<file path="src/include/arim_pkg.sv">
// Purpose: shared constants for the acceleration-range and increment monitors
// Assumes: 250 MHz system clock, 32-bit register port with byte offsets
// Notes:   all offsets, field positions, timing counts and reset values except the irq mask's live here
package arim_pkg;
	// ==========================================================
	// sizes
	localparam int N_INST   = 3;
	localparam int ACC_W    = 16;
	localparam int POS_W    = 32;
	localparam int DLY_W    = 16;
	localparam int N_SIN    = 4;
	localparam int N_PTO    = 2;
	localparam int ADDR_W   = 8;

	// ==========================================================
	// timing
	localparam int CLK_PERIOD_NS = 4;
	localparam int DELAY_UNIT_NS = 1000000;  // delay counts in ms
	localparam int CYC_PER_MS    = DELAY_UNIT_NS / CLK_PERIOD_NS;

	// ==========================================================
	// register offsets
	localparam logic [7:0] OFS_IRQ_STAT = 8'h00;
	localparam logic [7:0] OFS_IRQ_MASK = 8'h04;
	localparam logic [7:0] OFS_STATE    = 8'h08;
	localparam logic [7:0] OFS_OUT_MAP  = 8'h0c;
	localparam logic [7:0] OFS_ACC_BASE = 8'h10;
	localparam logic [7:0] OFS_INC_BASE = 8'h40;
	localparam logic [7:0] OFS_INST_STR = 8'h10;
	localparam logic [7:0] OFS_CFG      = 8'h00;
	localparam logic [7:0] OFS_UPPER    = 8'h04;
	localparam logic [7:0] OFS_LOWER    = 8'h08;
	localparam logic [7:0] OFS_DELAY    = 8'h0c;

	// ==========================================================
	// config fields: [1:0] source, [3:2] safe input, [5:4] reaction
	localparam int CFG_SRC_LSB   = 0;
	localparam int CFG_SIN_LSB   = 2;
	localparam int CFG_REACT_LSB = 4;
	localparam int CFG_W         = 6;
	localparam logic [1:0] SRC_NEVER = 2'h0;
	localparam logic [1:0] SRC_BUS   = 2'h1;
	localparam logic [1:0] SRC_SIN   = 2'h2;
	localparam logic [1:0] REACT_TORQUE_OFF = 2'h0;
	localparam logic [1:0] REACT_STOP_ONE   = 2'h1;
	localparam logic [1:0] REACT_STOP_TWO   = 2'h2;
	localparam logic [CFG_W-1:0] CFG_RST = 6'h00;

	// internal state indicator codes
	localparam logic [1:0] ST_INACTIVE = 2'h0;
	localparam logic [1:0] ST_ACTIVE   = 2'h1;
	localparam logic [1:0] ST_FAILED   = 2'h2;

	// output map: 3-bit select per output, pair bit
	localparam int MAP_SEL_W    = 3;
	localparam int MAP_PAIR_BIT = 8;
	localparam logic [8:0] MAP_RST = 9'h000;

	// reset values of limits and offsets
	localparam logic [ACC_W-1:0] ACC_LIM_RST = 16'h0001;
	localparam logic [POS_W-1:0] POS_OFS_RST = 32'h0000_0001;
	localparam logic [DLY_W-1:0] DLY_RST     = 16'h0000;
endpackage

</file>
<file path="src/core/arim_monitor.sv">
// Purpose: acceleration-range and incremental-position safety monitors, one axis
// Assumes: safe feedback and fieldbus bits are on clk_sys; safe inputs are pins
// Notes:   register port answers every read one cycle later, never stalls
//
// Notes on behaviour
// - active accel monitor compares against limit window
// - accel outside window raises fault-activate
// - three independent instances of each monitor
// - activation from fieldbus or mapped safe input
// - each instance gives active status, fault-activate
// - reaction selectable, torque off default
// - after fault stays active, state failed (2)
// - active status reaches pulse-tested output only mapped
// - active increment monitor checks position window
// - capture safe position at activation as reference
// - bounds are reference plus upper, minus lower
// - position outside window raises fault-activate
// - optional start delay before window checks
`timescale 1ns/10ps
module arim_monitor import arim_pkg::*; #(
	parameter int unsigned MS_CYCLES = CYC_PER_MS
) (
	// clock and reset
	input  wire logic                     clk_sys,
	input  wire logic                     sys_rst,
	// register port
	input  wire logic [ADDR_W-1:0]        reg_addr,
	input  wire logic [31:0]              reg_wdata,
	input  wire logic                     reg_wr,
	input  wire logic                     reg_rd,
	output logic      [31:0]              reg_rdata,
	// activation sources
	input  wire logic [N_INST-1:0]        bus_act_accel,
	input  wire logic [N_INST-1:0]        bus_act_incr,
	input  wire logic [N_SIN-1:0]         safe_in,
	// safe feedback
	input  wire logic signed [ACC_W-1:0]  safe_accel,
	input  wire logic signed [POS_W-1:0]  safe_pos,
	// per-instance status
	output logic      [N_INST-1:0]        accel_monitor_active_flag,
	output logic      [N_INST-1:0]        accel_fault_activate,
	output logic      [N_INST-1:0]        incr_active_flag,
	output logic      [N_INST-1:0]        incr_fault_activate,
	// fault reactions
	output logic                          torque_off_reaction,
	output logic                          stop_one_reaction,
	output logic                          stop_two_reaction,
	// pulse-tested outputs and interrupt
	output logic      [N_PTO-1:0]         pulse_tested_output,
	output logic                          irq
);

	// ==========================================================
	// helpers
	// window test on sign-extended values, lower and upper inclusive
	function automatic logic in_window(input logic signed [POS_W:0] v,
		input logic signed [POS_W:0] lo, input logic signed [POS_W:0] hi);
		in_window = (v >= lo) && (v <= hi);
	endfunction

	// activation decode shared by both monitor kinds
	function automatic logic act_sel(input logic [CFG_W-1:0] cfg, input logic bus_bit,
		input logic [N_SIN-1:0] sin);
		logic [1:0] src;
		src = cfg[CFG_SRC_LSB +: 2];
		act_sel = (src == SRC_BUS) ? bus_bit :
			(src == SRC_SIN) ? sin[cfg[CFG_SIN_LSB +: 2]] : 1'b0;
	endfunction

	function automatic logic [7:0] acc_ofs(input int i, input logic [7:0] f);
		acc_ofs = OFS_ACC_BASE + 8'(i) * OFS_INST_STR + f;
	endfunction

	function automatic logic [7:0] inc_ofs(input int i, input logic [7:0] f);
		inc_ofs = OFS_INC_BASE + 8'(i) * OFS_INST_STR + f;
	endfunction

	// ==========================================================
	// safe input synchroniser
	logic [N_SIN-1:0] sin_meta_r;
	logic [N_SIN-1:0] sin_r;

	// pins are asynchronous to clk_sys
	always_ff @(posedge clk_sys or posedge sys_rst) begin
		if (sys_rst) begin
			sin_meta_r <= '0;
			sin_r      <= '0;
		end else begin
			sin_meta_r <= safe_in;
			sin_r      <= sin_meta_r;
		end
	end

	// ==========================================================
	// configuration registers, one set per instance, plus the shared output map and irq mask
	logic [CFG_W-1:0]        acc_cfg_r [N_INST];
	logic signed [ACC_W-1:0] acc_ul_r  [N_INST];
	logic signed [ACC_W-1:0] acc_ll_r  [N_INST];
	logic [CFG_W-1:0]        inc_cfg_r [N_INST];
	logic [POS_W-1:0]        inc_uo_r  [N_INST];
	logic [POS_W-1:0]        inc_lo_r  [N_INST];
	logic [DLY_W-1:0]        inc_dly_r [N_INST];
	logic [8:0]              map_r;
	logic [2*N_INST-1:0]     irq_mask_r;

	always_ff @(posedge clk_sys or posedge sys_rst) begin
		if (sys_rst) begin
			for (int i = 0; i < N_INST; i++) begin
				acc_cfg_r[i] <= CFG_RST;
				acc_ul_r[i]  <= ACC_LIM_RST;
				acc_ll_r[i]  <= ACC_LIM_RST;
				inc_cfg_r[i] <= CFG_RST;
				inc_uo_r[i]  <= POS_OFS_RST;
				inc_lo_r[i]  <= POS_OFS_RST;
				inc_dly_r[i] <= DLY_RST;
			end
			map_r      <= MAP_RST;
			irq_mask_r <= '0;
		end else if (reg_wr) begin
			for (int i = 0; i < N_INST; i++) begin
				if (reg_addr == acc_ofs(i, OFS_CFG))   acc_cfg_r[i] <= reg_wdata[CFG_W-1:0];
				if (reg_addr == acc_ofs(i, OFS_UPPER)) acc_ul_r[i]  <= reg_wdata[ACC_W-1:0];
				if (reg_addr == acc_ofs(i, OFS_LOWER)) acc_ll_r[i]  <= reg_wdata[ACC_W-1:0];
				if (reg_addr == inc_ofs(i, OFS_CFG))   inc_cfg_r[i] <= reg_wdata[CFG_W-1:0];
				if (reg_addr == inc_ofs(i, OFS_UPPER)) inc_uo_r[i]  <= reg_wdata;
				if (reg_addr == inc_ofs(i, OFS_LOWER)) inc_lo_r[i]  <= reg_wdata;
				if (reg_addr == inc_ofs(i, OFS_DELAY)) inc_dly_r[i] <= reg_wdata[DLY_W-1:0];
			end
			if (reg_addr == OFS_OUT_MAP)  map_r      <= reg_wdata[8:0];
			if (reg_addr == OFS_IRQ_MASK) irq_mask_r <= reg_wdata[2*N_INST-1:0];
		end
	end

	// ==========================================================
	// millisecond tick for start delays
	logic [17:0] ms_cnt_r;
	logic        ms_tick_r;

	always_ff @(posedge clk_sys or posedge sys_rst) begin
		if (sys_rst) begin
			ms_cnt_r  <= '0;
			ms_tick_r <= 1'b0;
		end else if (ms_cnt_r == 18'(MS_CYCLES - 1)) begin
			ms_cnt_r  <= '0;
			ms_tick_r <= 1'b1;
		end else begin
			ms_cnt_r  <= ms_cnt_r + 18'h1;
			ms_tick_r <= 1'b0;
		end
	end

	// ==========================================================
	// acceleration-range monitors
	logic [1:0] acc_st_r [N_INST];
	logic [N_INST-1:0] acc_fail_ev;

	// failed state is kept until deactivated; fault does not end the function
	always_ff @(posedge clk_sys or posedge sys_rst) begin
		if (sys_rst) begin
			for (int i = 0; i < N_INST; i++) acc_st_r[i] <= ST_INACTIVE;
		end else begin
			for (int i = 0; i < N_INST; i++) begin
				if (!act_sel(acc_cfg_r[i], bus_act_accel[i], sin_r)) begin
					acc_st_r[i] <= ST_INACTIVE;
				end else if (acc_st_r[i] == ST_INACTIVE) begin
					acc_st_r[i] <= ST_ACTIVE;
				end else if (acc_fail_ev[i]) begin
					acc_st_r[i] <= ST_FAILED;
				end
			end
		end
	end

	always_comb begin
		for (int i = 0; i < N_INST; i++) begin
			acc_fail_ev[i] = (acc_st_r[i] == ST_ACTIVE) &&
				!in_window(POS_W'(safe_accel) + 33'sd0, POS_W'(acc_ll_r[i]) + 33'sd0,
				POS_W'(acc_ul_r[i]) + 33'sd0);
		end
	end

	// ==========================================================
	// incremental-position monitors
	logic [1:0]       inc_st_r  [N_INST];
	logic [POS_W-1:0] captured_position [N_INST];
	logic [DLY_W-1:0] inc_wait_r [N_INST];
	logic [N_INST-1:0] inc_act_prev_r;
	logic [N_INST-1:0] inc_fail_ev;
	logic [N_INST-1:0] inc_act;

	always_comb begin
		for (int i = 0; i < N_INST; i++) begin
			inc_act[i] = act_sel(inc_cfg_r[i], bus_act_incr[i], sin_r);
		end
	end

	// reference and delay load on the activating edge only
	always_ff @(posedge clk_sys or posedge sys_rst) begin
		if (sys_rst) begin
			inc_act_prev_r <= '0;
			for (int i = 0; i < N_INST; i++) begin
				captured_position[i] <= '0;
				inc_wait_r[i]        <= '0;
			end
		end else begin
			inc_act_prev_r <= inc_act;
			for (int i = 0; i < N_INST; i++) begin
				if (inc_act[i] && !inc_act_prev_r[i]) begin
					captured_position[i] <= safe_pos;
					inc_wait_r[i]        <= inc_dly_r[i];
				end else if (ms_tick_r && inc_wait_r[i] != '0) begin
					inc_wait_r[i] <= inc_wait_r[i] - 16'h1;
				end
			end
		end
	end

	always_ff @(posedge clk_sys or posedge sys_rst) begin
		if (sys_rst) begin
			for (int i = 0; i < N_INST; i++) inc_st_r[i] <= ST_INACTIVE;
		end else begin
			for (int i = 0; i < N_INST; i++) begin
				if (!inc_act[i]) begin
					inc_st_r[i] <= ST_INACTIVE;
				end else if (inc_st_r[i] == ST_INACTIVE) begin
					inc_st_r[i] <= ST_ACTIVE;
				end else if (inc_fail_ev[i]) begin
					inc_st_r[i] <= ST_FAILED;
				end
			end
		end
	end

	// 33-bit bounds so that an offset up to 2^31 cannot wrap the window
	always_comb begin
		for (int i = 0; i < N_INST; i++) begin
			inc_fail_ev[i] = (inc_st_r[i] == ST_ACTIVE) && (inc_wait_r[i] == '0) &&
				!in_window({safe_pos[POS_W-1], safe_pos},
				{captured_position[i][POS_W-1], captured_position[i]} -
					{1'b0, inc_lo_r[i]},
				{captured_position[i][POS_W-1], captured_position[i]} +
					{1'b0, inc_uo_r[i]});
		end
	end

	// ==========================================================
	// status outputs and fault reactions
	logic [N_INST-1:0] acc_failed;
	logic [N_INST-1:0] inc_failed;
	logic [2:0]        react_nxt;

	always_comb begin
		react_nxt = '0;
		for (int i = 0; i < N_INST; i++) begin
			acc_failed[i] = acc_st_r[i] == ST_FAILED;
			inc_failed[i] = inc_st_r[i] == ST_FAILED;
			if (acc_failed[i]) react_nxt[acc_cfg_r[i][CFG_REACT_LSB +: 2]] = 1'b1;
			if (inc_failed[i]) react_nxt[inc_cfg_r[i][CFG_REACT_LSB +: 2]] = 1'b1;
		end
	end

	always_ff @(posedge clk_sys or posedge sys_rst) begin
		if (sys_rst) begin
			accel_monitor_active_flag <= '0;
			accel_fault_activate      <= '0;
			incr_active_flag          <= '0;
			incr_fault_activate       <= '0;
			torque_off_reaction       <= 1'b0;
			stop_one_reaction         <= 1'b0;
			stop_two_reaction         <= 1'b0;
		end else begin
			for (int i = 0; i < N_INST; i++) begin
				accel_monitor_active_flag[i] <= acc_st_r[i] != ST_INACTIVE;
				incr_active_flag[i]          <= inc_st_r[i] != ST_INACTIVE;
			end
			accel_fault_activate <= acc_failed;
			incr_fault_activate  <= inc_failed;
			torque_off_reaction  <= react_nxt[REACT_TORQUE_OFF];
			stop_one_reaction    <= react_nxt[REACT_STOP_ONE];
			stop_two_reaction    <= react_nxt[REACT_STOP_TWO];
		end
	end

	// ==========================================================
	// pulse-tested output routing
	// selects 0 and 7 leave the output off; pair makes output 1 copy output 0
	logic [2*N_INST+1:0] route_src;
	assign route_src = {1'b0, incr_active_flag, accel_monitor_active_flag, 1'b0};

	always_ff @(posedge clk_sys or posedge sys_rst) begin
		if (sys_rst) begin
			pulse_tested_output <= '0;
		end else begin
			pulse_tested_output[0] <= route_src[map_r[0 +: MAP_SEL_W]];
			pulse_tested_output[1] <= map_r[MAP_PAIR_BIT] ?
				route_src[map_r[0 +: MAP_SEL_W]] : route_src[map_r[MAP_SEL_W +: MAP_SEL_W]];
		end
	end

	// ==========================================================
	// interrupt status: set by fault entry, cleared by reading
	logic [2*N_INST-1:0] irq_stat_r;
	logic [2*N_INST-1:0] irq_set;
	logic                stat_rd;

	assign irq_set = {inc_fail_ev, acc_fail_ev};
	assign stat_rd = reg_rd && (reg_addr == OFS_IRQ_STAT);

	// set beats the read-clear so a fault in the read cycle survives
	always_ff @(posedge clk_sys or posedge sys_rst) begin
		if (sys_rst) begin
			irq_stat_r <= '0;
			irq        <= 1'b0;
		end else begin
			irq_stat_r <= (stat_rd ? '0 : irq_stat_r) | irq_set;
			irq        <= |(((stat_rd ? '0 : irq_stat_r) | irq_set) & irq_mask_r);
		end
	end

	// ==========================================================
	// read path
	logic [31:0] rd_nxt;

	always_comb begin
		rd_nxt = '0;
		unique case (reg_addr)
			OFS_IRQ_STAT: rd_nxt = 32'(irq_stat_r);
			OFS_IRQ_MASK: rd_nxt = 32'(irq_mask_r);
			OFS_OUT_MAP:  rd_nxt = 32'(map_r);
			OFS_STATE:    rd_nxt = {20'h0, inc_st_r[2], inc_st_r[1], inc_st_r[0],
				acc_st_r[2], acc_st_r[1], acc_st_r[0]};
			default: begin
				// signed limits read back zero-extended, upper bits stay 0
				for (int i = 0; i < N_INST; i++) begin
					if (reg_addr == acc_ofs(i, OFS_CFG))   rd_nxt = 32'(acc_cfg_r[i]);
					if (reg_addr == acc_ofs(i, OFS_UPPER)) rd_nxt = {{(32-ACC_W){1'b0}}, acc_ul_r[i]};
					if (reg_addr == acc_ofs(i, OFS_LOWER)) rd_nxt = {{(32-ACC_W){1'b0}}, acc_ll_r[i]};
					if (reg_addr == inc_ofs(i, OFS_CFG))   rd_nxt = 32'(inc_cfg_r[i]);
					if (reg_addr == inc_ofs(i, OFS_UPPER)) rd_nxt = inc_uo_r[i];
					if (reg_addr == inc_ofs(i, OFS_LOWER)) rd_nxt = inc_lo_r[i];
					if (reg_addr == inc_ofs(i, OFS_DELAY)) rd_nxt = 32'(inc_dly_r[i]);
				end
			end
		endcase
	end

	// data stand only in the cycle after the strobe; unmapped reads give zero
	always_ff @(posedge clk_sys or posedge sys_rst) begin
		if (sys_rst) begin
			reg_rdata <= '0;
		end else begin
			reg_rdata <= reg_rd ? rd_nxt : 32'h0;
		end
	end

endmodule

</file>
<file path="config.mk">
export PLATFORM = sky130hd
export DESIGN_NAME = arim_monitor
export DESIGN_NICKNAME = d
export VERILOG_FILES = /design/src/include/arim_pkg.sv /design/src/core/arim_monitor.sv
export SDC_FILE = /design/constraint.sdc
export NUM_CORES = 2
export LEC_CHECK = 0
export BUFFER_PORTS_ARGS = -buffer_cell sky130_fd_sc_hd__buf_2
export CORE_UTILIZATION = 51
export CTS_CLUSTER_DIAMETER = 50
export DETAILED_ROUTE_END_ITERATION = 8
export PLACE_DENSITY_LB_ADDON = 0.2
export SYNTH_ARGS = -nofsm -noshare
export SYNTH_HDL_FRONTEND = slang
export SYNTH_SLANG_ARGS = --single-unit
</file>
<file path="constraint.sdc">
create_clock -name clk_sys -period 30.9 [get_ports clk_sys]
set_input_delay 0 -clock clk_sys [delete_from_list [all_inputs] [get_ports clk_sys]]
set_output_delay 0 -clock clk_sys [all_outputs]
set_load 0.05 [all_outputs]
</file>
==> impl_metrics.prom <==
# TYPE chip_impl_metric gauge
chip_impl_info{name="outcome",value="finished, final reports clean"} 1
chip_impl_metric{name="worst_skew_pair.late_latency",unit="ps"} 670
chip_impl_info{name="rsz0062_at_grt",value="no"} 1
chip_impl_metric{name="pwr-share-seq",unit="%"} 27.6
chip_impl_metric{name="setup_slack",unit="ps"} 25080
chip_impl_info{name="critical_path.startpoint",value="inc_uo_r[32]"} 1
chip_impl_metric{name="fin_tns_setup",unit="ps"} 0
chip_impl_metric{name="core.rowCount",unit=""} 105
chip_impl_metric{name="synth.yosys.seq_area_share",unit="%"} 36.84
chip_impl_metric{name="fmax",unit="GHz"} 0.1718
chip_impl_metric{name="grt_first_pass_wirelength",unit="um"} 215300
chip_impl_metric{name="critPathArrivalTime",unit="ps"} 6350
chip_impl_metric{name="internal_power",unit="uW"} 2260
chip_impl_metric{name="pre_cts_slack",unit="ps"} 25220
chip_impl_metric{name="worst_ep_required_time",unit="ps"} 31430
chip_impl_metric{name="final-setup-viol-count",unit=""} 0
chip_impl_metric{name="worst_r2r_path_depth",unit=""} 21
chip_impl_metric{name="cts-buffers-inserted",unit=""} 88
chip_impl_metric{name="via_per_inst",unit=""} 6.312
chip_impl_metric{name="powerDensity",unit="mW/mm^2"} 75.67
chip_impl_metric{name="cts.clk_slew.worst_paths",unit="ps"} 60
chip_impl_info{name="crit_end",value="irq"} 1
chip_impl_info{name="path_class",value="reg -> reg"} 1
chip_impl_metric{name="detail_route.wl_per_cell",unit="um"} 25.48
chip_impl_metric{name="cts_max_level",unit=""} 3
chip_impl_metric{name="vias_in_the_first_global_route",unit=""} 34270
chip_impl_metric{name="post_synth_inst_count",unit=""} 4227
chip_impl_metric{name="drc_errors",unit=""} 0
chip_impl_metric{name="place_hpwl",unit="um"} 105300
chip_impl_metric{name="detailedRoute.firstIterationViolations",unit=""} 3486
chip_impl_info{name="commonest_non_fill_non_tap_cells_in_the_layout",value="617 x sky130_fd_sc_hd__dfrtp_1, 490 x sky130_fd_sc_hd__ha_1, 478 x sky130_fd_sc_hd__mux2_2"} 1
chip_impl_metric{name="coreArea",unit="mm^2"} 0.08250
chip_impl_metric{name="io_buffer_count",unit=""} 151
chip_impl_metric{name="grt_antenna_before_repair",unit=""} 5
chip_impl_metric{name="grt_remaining_overflow",unit=""} 0
chip_impl_metric{name="io_pins",unit=""} 152
chip_impl_metric{name="totalWireLength",unit="um"} 142600
chip_impl_metric{name="dieHeight",unit="um"} 291.6
chip_impl_metric{name="synth_async_sr_flop_share",unit="%"} 100.0
chip_impl_metric{name="switching_power_as_a_share_of_total_power",unit="%"} 38.45
chip_impl_metric{name="tightestPinTransition",unit="ps"} 1245
chip_impl_info{name="r2r_start",value="inc_uo_r[32]"} 1
chip_impl_metric{name="yosys_warnings",unit=""} 0
chip_impl_metric{name="slew_viol_final",unit=""} 0
chip_impl_metric{name="synth-edff-count",unit=""} 0
chip_impl_metric{name="syn-cell-area",unit="mm^2"} 0.04277
chip_impl_info{name="cts.root.buffer_cell",value="sky130_fd_sc_hd__clkbuf_16"} 1
chip_impl_metric{name="power.share.combinational",unit="%"} 43.6
chip_impl_metric{name="finalWorstPathRequiredPeriod",unit="ps"} 5822
chip_impl_metric{name="synth_seq_cells",unit=""} 629
chip_impl_metric{name="grt_usage",unit="%"} 33.42
chip_impl_info{name="end_kind",value="flop"} 1
chip_impl_metric{name="power_switching",unit="uW"} 1412
chip_impl_metric{name="num_vias",unit=""} 35330
chip_impl_info{name="clock_tree_from_tritoncts",value="yes"} 1
chip_impl_metric{name="final.fill_count",unit=""} 7168
chip_impl_metric{name="net_count_synth",unit=""} 4825
chip_impl_metric{name="drtAntennaViolNets",unit=""} 0
chip_impl_metric{name="syn-mean-instance-area",unit="um^2"} 10.12
chip_impl_info{name="synthFlopType",value="sky130_fd_sc_hd__dfrtp_1"} 1
chip_impl_info{name="min_path_type",value="in -> async"} 1
chip_impl_metric{name="power_frac_clock",unit="%"} 28.8
chip_impl_metric{name="area_growth_syn_to_layout",unit="%"} 13.46
chip_impl_metric{name="share_of_cells_above_drive_strength_1",unit="%"} 19.38
chip_impl_metric{name="detail_route.first_pass.iterations",unit=""} 8
chip_impl_metric{name="reg2reg_setup_slack",unit="ps"} 25080
chip_impl_metric{name="hold_violations",unit=""} 0
chip_impl_metric{name="cts.sink_count",unit=""} 629
chip_impl_metric{name="cts_setup_buffers",unit=""} 0
chip_impl_metric{name="cts_max_path_buffers",unit=""} 3
chip_impl_metric{name="critical_path.max_fanout",unit=""} 3
chip_impl_metric{name="start_util",unit="%"} 51.84
chip_impl_metric{name="netlist-cell-type-count",unit=""} 89
chip_impl_metric{name="grt_start_max_net_pins",unit=""} 155
chip_impl_metric{name="dieArea",unit="mm^2"} 0.08502
chip_impl_metric{name="gp_congestion",unit=""} 0.9633
chip_impl_metric{name="max_cap_violations",unit=""} 0
chip_impl_info{name="start_kind",value="flop"} 1
chip_impl_metric{name="design.final.nets",unit=""} 5050
chip_impl_info{name="timing.rr.end",value="irq"} 1
chip_impl_metric{name="fin_util",unit="%"} 58.81
chip_impl_metric{name="finalClockSkew",unit="ps"} 29.58
chip_impl_metric{name="die_width",unit="um"} 291.6
chip_impl_metric{name="fin_crit_sh",unit="%"} 18.84
chip_impl_metric{name="p_leak",unit="uW"} 0.02302
chip_impl_metric{name="ir_worst_vdd",unit="mV"} 0.04591
chip_impl_metric{name="timing.slew.headroom",unit="%"} 16.77
chip_impl_info{name="final_common_cell",value="sky130_fd_sc_hd__dfrtp_1"} 1
## synthesized netlist by cell type, types with 105 or more instances
cell | n | area (um^2)
sky130_fd_sc_hd__a21o_1 | 154 | 1156
sky130_fd_sc_hd__a21oi_1 | 238 | 1191
sky130_fd_sc_hd__a22oi_1 | 117 | 878.3
sky130_fd_sc_hd__dfrtp_1 | 617 | 15440
sky130_fd_sc_hd__ha_1 | 490 | 6131
sky130_fd_sc_hd__inv_1 | 289 | 1085
sky130_fd_sc_hd__mux2_2 | 478 | 5383
sky130_fd_sc_hd__nand2_1 | 247 | 927.1
sky130_fd_sc_hd__nor2_1 | 203 | 762.0
sky130_fd_sc_hd__o21ai_0 | 170 | 850.8
sky130_fd_sc_hd__xnor2_1 | 122 | 1069
sky130_fd_sc_hd__xor2_1 | 105 | 919.6
## metal layers
metal | part of all wire [%] | wire (um) | GRT usage, % | vias to the layer above
met5 | 0.0091 | 13 | 0 | -
met4 | 3.7 | 5225 | 11.32 | 2
met3 | 8.4 | 12020 | 6.622 | 305
met2 | 43 | 61760 | 50.44 | 1383
met1 | 45 | 63610 | 47.76 | 17570
li1 | - | - | - | 16070
## what timing repair did
item                      4_1_cts  5_1_grt
hold endpoints to repair      446        0
resized for setup               0        0
hold buffers                   73        0
## how the worst min path moves through the flow
stage	startpoint	endpoint	slack [ps]	cells past startpoint
final	sys_rst	inc_wait_r[6]	7	3
after global routing	reg_wdata[15]	inc_lo_r[47]	30	2
after CTS	reg_wdata[15]	acc_ul_r[31]	2	2
after detailed placement	safe_in[0]	sin_meta_r[0]	110	1
after global placement	safe_in[2]	sin_meta_r[2]	110	1
after floorplan	safe_in[0]	sin_meta_r[0]	30	0
## final cells by class
| class | instances | area (um^2) | share of cell area, % |
|---|---|---|---|
| clock inverters | 46 | 626.9 | 1.292 |
| multi-input cells | 3197 | 25580 | 52.72 |
| flip-flops and latches | 629 | 15760 | 32.47 |
| clock buffers | 118 | 2455 | 5.059 |
| inverters | 289 | 1092 | 2.251 |
| well taps | 1070 | 1339 | 2.759 |
| repair buffers | 247 | 1672 | 3.445 |
| diodes | 1 | 2.502 | 0.005157 |
## registers in the layout (all words and copies together) (netlist names), 18 cells and up
| name | flops |
|---|---|
| inc_uo_r | 96 |
| ms_cnt_r | 18 |
| inc_dly_r | 48 |
| acc_ll_r | 48 |
| inc_cfg_r | 18 |
| inc_lo_r | 96 |
| reg_rdata | 32 |
| acc_cfg_r | 18 |
| acc_ul_r | 48 |
| inc_wait_r | 48 |
| captured_position | 96 |
## power by group through the flow
stage | Clock [uW] | Combinational, uW | Sequential (uW)
after global routing | 1100 | 1790 | 1020
after CTS | 1070 | 1580 | 1010
after global placement | 0 | 1550 | 1020
final | 1060 | 1600 | 1010
after floorplan | 0 | 1210 | 992
after detailed placement | 0 | 1560 | 1030
## cells by family (layout without fill, tap and decap cells)
family | after synthesis | after routing | share of synthesized area (%)
fa+ha+maj | 496 | 496 | 14.62
other cells | 0 | 1 | 0
xor+xnor | 227 | 227 | 4.649
mux | 494 | 494 | 13.14
simple gates | 911 | 911 | 10.54
buf+inv | 401 | 700 | 3.534
compound gates | 1069 | 1069 | 16.68
flops | 629 | 629 | 36.84
## metrics by stage
step	cells	total power [uW]	cell area [um^2]	hold WS [ps]
finish	5597	3671	48520	6.621
global route	5597	3917	48520	27.15
CTS	5596	3661	48520	1.975
detailed placement	5359	2587	44710	111.1
global placement	5359	2568	44710	107.7
floorplan	4227	2199	42770	31.43
## critical path, stage by stage, from the launching register on
cell	delay, ps
sky130_fd_sc_hd__dfstp_2	530
sky130_fd_sc_hd__ha_1	210
sky130_fd_sc_hd__inv_1	70
sky130_fd_sc_hd__fa_1	420
sky130_fd_sc_hd__nor2b_1	160
sky130_fd_sc_hd__o31a_1	200
sky130_fd_sc_hd__o31a_1	200
sky130_fd_sc_hd__o21ai_2	90
sky130_fd_sc_hd__a311oi_1	590
sky130_fd_sc_hd__nor3_2	170
sky130_fd_sc_hd__nor3b_1	530
sky130_fd_sc_hd__o311a_1	320
sky130_fd_sc_hd__o221a_1	230
sky130_fd_sc_hd__xnor2_1	70
sky130_fd_sc_hd__ha_1	300
sky130_fd_sc_hd__o22ai_1	80
sky130_fd_sc_hd__or4_1	400
sky130_fd_sc_hd__nor2_1	110
sky130_fd_sc_hd__a41oi_1	270
sky130_fd_sc_hd__o211ai_1	280
sky130_fd_sc_hd__o2111ai_1	150
sky130_fd_sc_hd__a2111o_1	310
Power figures use the tool's default switching activity.
